`config.mk`:
```
export PLATFORM = sky130hd
export DESIGN_NAME = ecr_capability_regs
export DESIGN_NICKNAME = d
export VERILOG_FILES = /design/src/ecr_pkg.sv /design/src/ecr_capability_regs.sv /design/src/ecr_word_pack.sv
export SDC_FILE = /design/constraint.sdc
export NUM_CORES = 1
export LEC_CHECK = 0
export ABC_AREA = 1
export BUFFER_PORTS_ARGS = -buffer_cell sky130_fd_sc_hd__buf_4
export CAP_MARGIN = 40
export CORE_MARGIN = 1.5
export CORE_UTILIZATION = 46
export CTS_CLUSTER_DIAMETER = 150
export CTS_CLUSTER_SIZE = 20
export DETAILED_ROUTE_END_ITERATION = 10
export PLACE_DENSITY = 0.72
export SLEW_MARGIN = 20
export SYNTH_ARGS = -nofsm -noshare
export SYNTH_HDL_FRONTEND = slang
export SYNTH_HIERARCHICAL = 1
export SYNTH_SLANG_ARGS = --single-unit
```
`constraint.sdc`:
```
create_clock -name clock -period 1.3 [get_ports clock]
set_input_delay 0.13 -clock clock [delete_from_list [all_inputs] [get_ports clock]]
set_output_delay 0.13 -clock clock [all_outputs]
set_load 0.03 [all_outputs]
```
`src/ecr_pkg.sv`:
```
// Shared constants and types for the capability register bank
`default_nettype none

package ecr_pkg;

    // Register byte offsets from the memory base
    localparam logic [7:0]  ECR_OFS_CAP_VERSION = 8'h00;
    localparam logic [7:0]  ECR_OFS_STRUCT_PARAMS = 8'h04;

    // Field positions in the version word
    localparam int          ECR_VER_LSB = 16;
    localparam int          ECR_CAPLEN_LSB = 0;

    // Field positions in the structural parameters word
    localparam int          ECR_COMPANIONS_LSB = 12;
    localparam int          ECR_PER_COMPANION_LSB = 8;
    localparam int          ECR_ROUTING_BIT = 7;
    localparam int          ECR_POWER_SWITCH_BIT = 4;
    localparam int          ECR_NPORTS_LSB = 0;

    // Values after reset
    localparam logic [15:0] ECR_RST_VERSION = 16'h0100;
    localparam logic [7:0]  ECR_RST_CAP_LENGTH = 8'h20;
    localparam logic [3:0]  ECR_RST_COMPANIONS = 4'h2;
    localparam logic [3:0]  ECR_RST_PORTS_PER_CC = 4'h1;
    localparam logic        ECR_RST_ROUTING_RULE = 1'b1;
    localparam logic        ECR_RST_POWER_SWITCH = 1'b1;
    localparam logic [3:0]  ECR_RST_PORT_COUNT = 4'h2;

    // Cycles from a taken request to its answer
    localparam int          ECR_ANSWER_CYCLES = 1;

    // Static capability fields as one carrier
    typedef struct packed {
        logic [15:0] interface_version;
        logic [7:0]  capability_length;
        logic [3:0]  companion_count;
        logic [3:0]  ports_per_companion;
        logic        routing_rule;
        logic        power_switch_present;
        logic [3:0]  port_count;
    } ecr_caps_t;

    // Register access request
    typedef struct packed {
        logic        valid;
        logic        write;
        logic [7:0]  addr;
        logic [31:0] wdata;
    } ecr_req_t;

endpackage

`default_nettype wire

```
`src/ecr_capability_regs.sv`:
```
// Read-only capability register bank of the high-speed host controller
//
// Functional notes
// RL1 - Version and length word at offset zero
// RL2 - Interface version is BCD encoded
// RL3 - Length byte locates operational register space
// RL4 - Structural word at 04h, reserved bits zero
// RL5 - Bits 15..12 give companion count, two
// RL6 - Zero companions: no hand-off, high-speed only
// RL7 - Nonzero companions: hand-off supported
// RL8 - Bits 11..8 give ports per companion, one
// RL9 - Per-companion size consistent with port counts
// RL10 - Routing bit zero: ascending grouped routing
// RL11 - Routing bit one: explicit route array, one
// RL12 - Bit 4 reports port power switches, one
// RL13 - Bits 3..0 give port count, two
// RL14 - Writes ignored, reserved bits read zero
`timescale 1ns/1ns
`default_nettype none

module ecr_capability_regs
    import ecr_pkg::*;
#(
    parameter logic [15:0] INTERFACE_VERSION    = ECR_RST_VERSION,
    parameter logic [7:0]  CAPABILITY_LENGTH    = ECR_RST_CAP_LENGTH,
    parameter logic [3:0]  COMPANION_COUNT      = ECR_RST_COMPANIONS,
    parameter logic [3:0]  PORTS_PER_COMPANION  = ECR_RST_PORTS_PER_CC,
    parameter logic        ROUTING_RULE         = ECR_RST_ROUTING_RULE,
    parameter logic        POWER_SWITCH_PRESENT = ECR_RST_POWER_SWITCH,
    parameter logic [3:0]  PORT_COUNT           = ECR_RST_PORT_COUNT
)
(
    input  wire logic        clock,
    input  wire logic        resetn,
    input  wire logic        req_valid,
    input  wire logic        req_write,
    input  wire logic [7:0]  req_addr,
    input  wire logic [31:0] req_wdata,
    output logic             ack_q,
    output logic [31:0]      rdata_q,
    output logic             err_q,
    output logic [7:0]       op_base_q,
    output logic             handoff_supported_q,
    output logic             high_speed_only_q,
    output logic             explicit_routing_q,
    output logic             config_ok_q
);

    // The bank is static: every field is a build-time parameter, and no access
    // can change it. Beyond the reset stages, the clocked state is the answer path and the status
    // levels that the neighbouring blocks read. Software that writes here gets
    // a plain answer and no side effect, so a stray write is harmless.

    // Reset synchroniser stages
    logic        rst_meta_q;   // First stage, read only by the second
    logic        rst_sync_q;   // Released reset used by the rest
    logic        rst_n;        // Local alias of the released reset

    // Static capability view
    ecr_caps_t   caps;         // Fields fed to the packer
    logic [31:0] version_word; // Packed version word
    logic [31:0] struct_word;  // Packed structural word
    logic        cfg_ok;       // Consistency of the field set

    // Request carrier and decode
    ecr_req_t    req;          // Bundled request from the ports
    logic        hit_version;  // Request addresses the version word
    logic        hit_struct;   // Request addresses the structural word
    logic        misaligned;   // Low address bits not zero
    logic [31:0] read_mux;     // Word selected for a read

    // Decode of one byte address against a word offset
    function automatic logic addr_hits(input logic [7:0] a, input logic [7:0] ofs);
        addr_hits = (a[7:2] == ofs[7:2]);
    endfunction

    // Reset is asserted at once and released on the clock
    // Two stages keep a reset that ends near a clock edge from leaving some
    // flops in reset and others out; the first stage feeds only the second.
    // Assertion stays immediate so a dropped reset clears the answer at once.
    always_ff @(posedge clock or negedge resetn) begin
        if (!resetn) begin
            rst_meta_q <= 1'b0;
            rst_sync_q <= 1'b0;
        end else begin
            rst_meta_q <= 1'b1;
            rst_sync_q <= rst_meta_q;
        end
    end

    assign rst_n = rst_sync_q;

    // Fields are fixed at build time; parameters keep one source of truth
    // Changing a default here moves the words and the status levels together
    // A field set that breaks the grouping rule still builds; config_ok_q shows it
    always_comb begin
        caps.interface_version    = INTERFACE_VERSION;    // [RL2]
        caps.capability_length    = CAPABILITY_LENGTH;    // [RL3]
        caps.companion_count      = COMPANION_COUNT;      // [RL5]
        caps.ports_per_companion  = PORTS_PER_COMPANION;  // [RL8]
        caps.routing_rule         = ROUTING_RULE;         // [RL11]
        caps.power_switch_present = POWER_SWITCH_PRESENT; // [RL12]
        caps.port_count           = PORT_COUNT;           // [RL13]
    end

    // Field packing and consistency check
    // The packer owns the reserved-bit zeroing, so both words share one rule
    ecr_word_pack u_pack (
        .caps         (caps),
        .version_word (version_word),
        .struct_word  (struct_word),
        .config_ok    (cfg_ok)
    );

    // Bundle the request; write data is carried but never stored
    always_comb begin
        req.valid = req_valid;
        req.write = req_write;
        req.addr  = req_addr;
        req.wdata = req_wdata;
    end

    // Address decode; misaligned accesses are refused as unmapped
    // Only whole words exist; answering a partial access with a shifted word
    // would hand software a value that it could misread as a field
    always_comb begin
        misaligned  = (req.addr[1:0] != 2'b00);
        hit_version = addr_hits(req.addr, ECR_OFS_CAP_VERSION) && !misaligned; // [RL1]
        hit_struct  = addr_hits(req.addr, ECR_OFS_STRUCT_PARAMS) && !misaligned; // [RL4]
    end

    // Read selection; anything unmapped reads as zero
    // Zero rather than the last word keeps stale data off the answer
    // Limitation: software cannot tell a refused read from a zero word by data
    always_comb begin
        if (hit_version) begin
            read_mux = version_word; // [RL1]
        end else if (hit_struct) begin
            read_mux = struct_word; // [RL4]
        end else begin
            read_mux = 32'h0000_0000;
        end
    end

    // Every request is answered exactly one cycle later
    // No wait states: a request every cycle gets an answer every cycle
    // The answer never depends on the write flag, so writes time like reads
    always_ff @(posedge clock or negedge rst_n) begin
        if (!rst_n) begin
            ack_q <= 1'b0;
        end else begin
            ack_q <= req.valid;
        end
    end

    // Read data: writes return zero and change nothing [RL14]
    // Data holds between answers, so a slow reader may still take it late
    always_ff @(posedge clock or negedge rst_n) begin
        if (!rst_n) begin
            rdata_q <= 32'h0000_0000;
        end else if (req.valid && !req.write) begin
            rdata_q <= read_mux; // [RL1] [RL4]
        end else if (req.valid) begin
            rdata_q <= 32'h0000_0000; // [RL14]
        end else begin
            rdata_q <= rdata_q; // Idle: hold the last answer
        end
    end

    // Error flag marks an answer to an unmapped or misaligned address
    // A pulse like the answer itself; it drops on the next idle cycle
    always_ff @(posedge clock or negedge rst_n) begin
        if (!rst_n) begin
            err_q <= 1'b0;
        end else if (req.valid) begin
            err_q <= !(hit_version || hit_struct);
        end else begin
            err_q <= 1'b0;
        end
    end

    // Start of operational space for the neighbouring register block
    // Registered so the consumer sees a flop, not a parameter fan-out
    always_ff @(posedge clock or negedge rst_n) begin
        if (!rst_n) begin
            op_base_q <= ECR_RST_CAP_LENGTH;
        end else begin
            op_base_q <= caps.capability_length; // [RL3]
        end
    end

    // Companion presence steers port ownership hand-off
    // Both levels come from one field, so they can never disagree
    always_ff @(posedge clock or negedge rst_n) begin
        if (!rst_n) begin
            handoff_supported_q <= 1'b0;
            high_speed_only_q   <= 1'b1;
        end else begin
            handoff_supported_q <= (caps.companion_count != 4'h0); // [RL7]
            high_speed_only_q   <= (caps.companion_count == 4'h0); // [RL6]
        end
    end

    // Routing mode for the port router: grouped or explicit array
    // Grouped routing maps port groups to companions in ascending order
    always_ff @(posedge clock or negedge rst_n) begin
        if (!rst_n) begin
            explicit_routing_q <= 1'b0;
        end else begin
            explicit_routing_q <= caps.routing_rule; // [RL10] [RL11]
        end
    end

    // A bad parameter set is flagged, not hidden, so bring-up sees it
    // Zero ports or too few grouped ports leave this low after reset
    always_ff @(posedge clock or negedge rst_n) begin
        if (!rst_n) begin
            config_ok_q <= 1'b0;
        end else begin
            config_ok_q <= cfg_ok; // [RL9]
        end
    end

endmodule

`default_nettype wire

```
`src/ecr_word_pack.sv`:
```
// Packs capability fields into the two register words and checks them
`timescale 1ns/1ns
`default_nettype none

module ecr_word_pack
    import ecr_pkg::*;
(
    input  wire ecr_caps_t   caps,
    output logic [31:0]      version_word,
    output logic [31:0]      struct_word,
    output logic             config_ok
);

    // Widened products for the port grouping check
    logic [7:0] group_span;

    // Version word: reserved bits 15..8 forced to zero [RL1] [RL14]
    always_comb begin
        version_word = 32'h0000_0000;
        version_word[ECR_VER_LSB +: 16] = caps.interface_version; // [RL1] [RL2]
        version_word[ECR_CAPLEN_LSB +: 8] = caps.capability_length; // [RL1] [RL3]
    end

    // Structural word: bits 31..16 and 6..5 stay zero [RL4] [RL14]
    always_comb begin
        struct_word = 32'h0000_0000;
        struct_word[ECR_COMPANIONS_LSB +: 4] = caps.companion_count; // [RL5]
        struct_word[ECR_PER_COMPANION_LSB +: 4] = caps.ports_per_companion; // [RL8]
        struct_word[ECR_ROUTING_BIT] = caps.routing_rule; // [RL10] [RL11]
        struct_word[ECR_POWER_SWITCH_BIT] = caps.power_switch_present; // [RL12]
        struct_word[ECR_NPORTS_LSB +: 4] = caps.port_count; // [RL13]
    end

    // Groups of ports_per_companion must cover every port [RL9]
    always_comb begin
        group_span = {4'h0, caps.companion_count} * {4'h0, caps.ports_per_companion};
        if (caps.port_count == 4'h0) begin
            config_ok = 1'b0; // Zero ports is undefined [RL13]
        end else if (caps.companion_count == 4'h0) begin
            config_ok = (caps.ports_per_companion == 4'h0); // [RL6]
        end else begin
            config_ok = (group_span >= {4'h0, caps.port_count})
                     && (caps.ports_per_companion != 4'h0); // [RL7] [RL9]
        end
    end

endmodule

`default_nettype wire
```
==> results.yml <==
critical_path:
  worstPathArrival_ns: 1.39
  required_ns: 1.52
  criticalPathCategory: "input port to register"
  reg2regPathDepth: 2
  reg2reg_setup_slack_ns: 0.64
  endpoint_kind: "register"
  worstSetupStartpointType: "input port"
  worstPathMaxFanout: 33
  r2r-start: "rdata_q[3]$_DFFE_PN0P_"
  reg2reg_to: "rdata_q[3]$_DFFE_PN0P_"
power_and_ir_drop:
  ir_drop_mv: 0.362
  p_leak_uw: 0.00234
  p_per_area_mw_per_mm2: 728
final_layout:
  diodes: 0
  fillCellCount: 671
  area_growth_syn_to_layout_pct: 14.1
  nets: 610
  layout-drive-gt1-share: 0.141
floorplan:
  ios: 90
  initial_core_util: 0.487
  coreArea_sq_mm: 0.00646
  row_count: 29
  dieArea_sq_mm: 0.00734
  chipWidth_um: 85.7
  die_h_um: 85.7
drt:
  vias: 2442
  viasPerCell: 3.91
  drt_pass1_iterations: 4
  drc: 0
  drtAntennaViolNets: 0
  wl_per_cell_um: 8.65
  drt-total-wl_um: 5400
  drt_iter0_drc: 53
timing:
  hold_violations: 0
  maxSlewViolCount: 0
  fin_crit_ns: 1.17
  rsz0062_at_grt: "no"
  fin_skew_ns: 0.00650
  hold_ws_ns: 0.183
  finalSetupViolCount: 0
  fin_ws_ns: 0.130
  tns_ns: 0
  fin_crit_sh: 0.900
  clock.fmax_mhz: 855
placed_design:
  post-dp-hpwl_um: 3960
  routabilityCongestion: 0.716
  place.port_buffers: 49
  pre_cts_slack_ns: 0.126
clock_network:
  clock-root-buffer: "clkbuf_8"
  htreeDepth: 2
  cts_tree: "built"
  insertion_delay_ns: 0.29
  cts_buffers: 5
  clk_pin_slew_ns: 0.08
  cts.sinks: 39
  post-cts-setup-buffer-count: 0
  cts_buffer_depth: 2
grt:
  grt_pass1_vias: 2281
  grt_pass1_wl_um: 9830
  antenna_found_initial: 0
  grtUsageTotal: 0.166
  grt_max_degree: 38
  overflow: 0
logic_synthesis:
  yosys_most_used_dff: "dfrtp_1"
  synthCells: 447
  synth-edff-count: 0
  netlist_area_sq_mm: 0.00314
  syn_area_per_cell_sq_um: 7.03
  ys_types: 27
  async_flop_share: 1.00
  ys_ff_latch: 39
  ys_warn_count: 6
  yosysSeqAreaShare: 0.311
min_path:
  worstHoldPathType: "input port to async pin"
job:
  maxCapViolCount: 0
outcome:
  status: "finished clean"
## metal layers
| metal | global-route usage | wire [um] | vias to the layer above |
|---|---|---|---|
| met5 | 0 | 0 | - |
| met4 | 0.0440 | 64 | 0 |
| met3 | 0.0423 | 200 | 4 |
| met2 | 0.290 | 2720 | 41 |
| met1 | 0.205 | 2420 | 1030 |
| li1 | - | - | 1367 |
## cell usage after synthesis (2+ instances only)
cell type / instances / area (sq um)
inv_2: 3 / 11.3
clkbuf_1: 4 / 15.0
nor3_1: 2 / 10.0
nand2_1: 194 / 728
a21oi_2: 2 / 17.5
ha_1: 16 / 200
buf_4: 77 / 578
buf_6: 3 / 33.8
inv_1: 33 / 124
conb_1: 3 / 11.3
nor2_4: 2 / 22.5
nand3_1: 38 / 190
dfrtp_1: 38 / 951
fa_1: 4 / 80.1
buf_2: 4 / 20.0
a21oi_1: 2 / 10.0
nor2_1: 12 / 45.0
## cell type report
type,instances,area [sq um],share of cell area
Multi-Input combinational cell,404,1840,0.512
Sequential cell,39,977,0.272
Timing Repair Buffer,60,455,0.127
Inverter,36,135,0.0377
Tap cell,77,96.3,0.0269
Clock buffer,6,72.6,0.0202
Clock inverter,2,12.5,0.00349
## placed cells by master (no fill, tap or decap), drive strengths merged
master / netlist / routed
ha: 16 / 16
clkbuf: 4 / 6
nor4: 1 / 1
dfstp: 1 / 1
xor2: 1 / 1
clkinvlp: 0 / 1
a21o: 1 / 1
inv: 36 / 36
nand3b: 1 / 1
nor2: 14 / 14
a21oi: 4 / 4
fa: 4 / 4
conb: 3 / 123
nand3: 39 / 39
nand2: 195 / 195
buf: 84 / 58
nand4: 1 / 1
nor3: 2 / 2
a21boi: 1 / 1
dlygate4sd3: 0 / 2
a22o: 1 / 1
clkinv: 0 / 1
dfrtp: 38 / 38
## metrics by stage
stage / instances / power, uW / cell area [sq um] / utilization
after floorplan: 567 / 1850 / 3590 / -
after global placement: 614 / 1770 / 3480 / 0.539
final: 624 / 2610 / 3590 / 0.555
after global routing: 624 / 2820 / 3590 / 0.555
after CTS: 624 / 2600 / 3590 / 0.555
after detailed placement: 614 / 1770 / 3480 / 0.539
## cell families (layout without fill, tap and decap cells)
group           after synthesis  after routing  share of synthesized area
buf+inv                     124            104                      0.249
fa+ha+maj                    20             20                     0.0891
compound gates                7              7                     0.0167
xor+xnor                      1              1                    0.00279
flops                        39             39                      0.311
simple gates                253            253                      0.328
other cells                   3            123                    0.00358
## what timing repair did
item / in CTS / in global routing
endpoints found under the hold margin: 3 / 0
hold buffers: 2 / 0
resized for setup: 0 / 0
## registers in the layout, summed over array words and instances, names as in the netlist
register / count
rdata_q: 32
rst_meta_q: 1
err_q: 1
handoff_supported_q: 1
config_ok_q: 1
high_speed_only_q: 1
ack_q: 1
rst_n: 1
## how the worst max path moves through the flow
stage                          startpoint                endpoint  slack, ns  cells past startpoint
after floorplan           rst_n$_DFF_PN0_         ack_q$_DFF_PN0_       0.14                      0
after global placement        req_addr[3]  rdata_q[8]$_DFFE_PN0P_       0.16                      8
after detailed placement      req_addr[3]  rdata_q[8]$_DFFE_PN0P_       0.13                      8
after CTS                       req_valid  rdata_q[3]$_DFFE_PN0P_       0.14                      6
after global routing            req_valid  rdata_q[3]$_DFFE_PN0P_       0.07                      6
final                           req_valid  rdata_q[3]$_DFFE_PN0P_       0.13                      6
## critical path, cell delays in order
cell and delay (ns):
dlygate4sd3_1 0.53, buf_4 0.14, inv_2 0.05, buf_4 0.32
nand2_1 0.11, nand2_1 0.10
## where the power goes
part	internal [uW]	switching, uW
Combinational	200	364
Clock	375	433
Sequential	1230	6.07
Note: power is estimated with default switching activity, not from simulation.
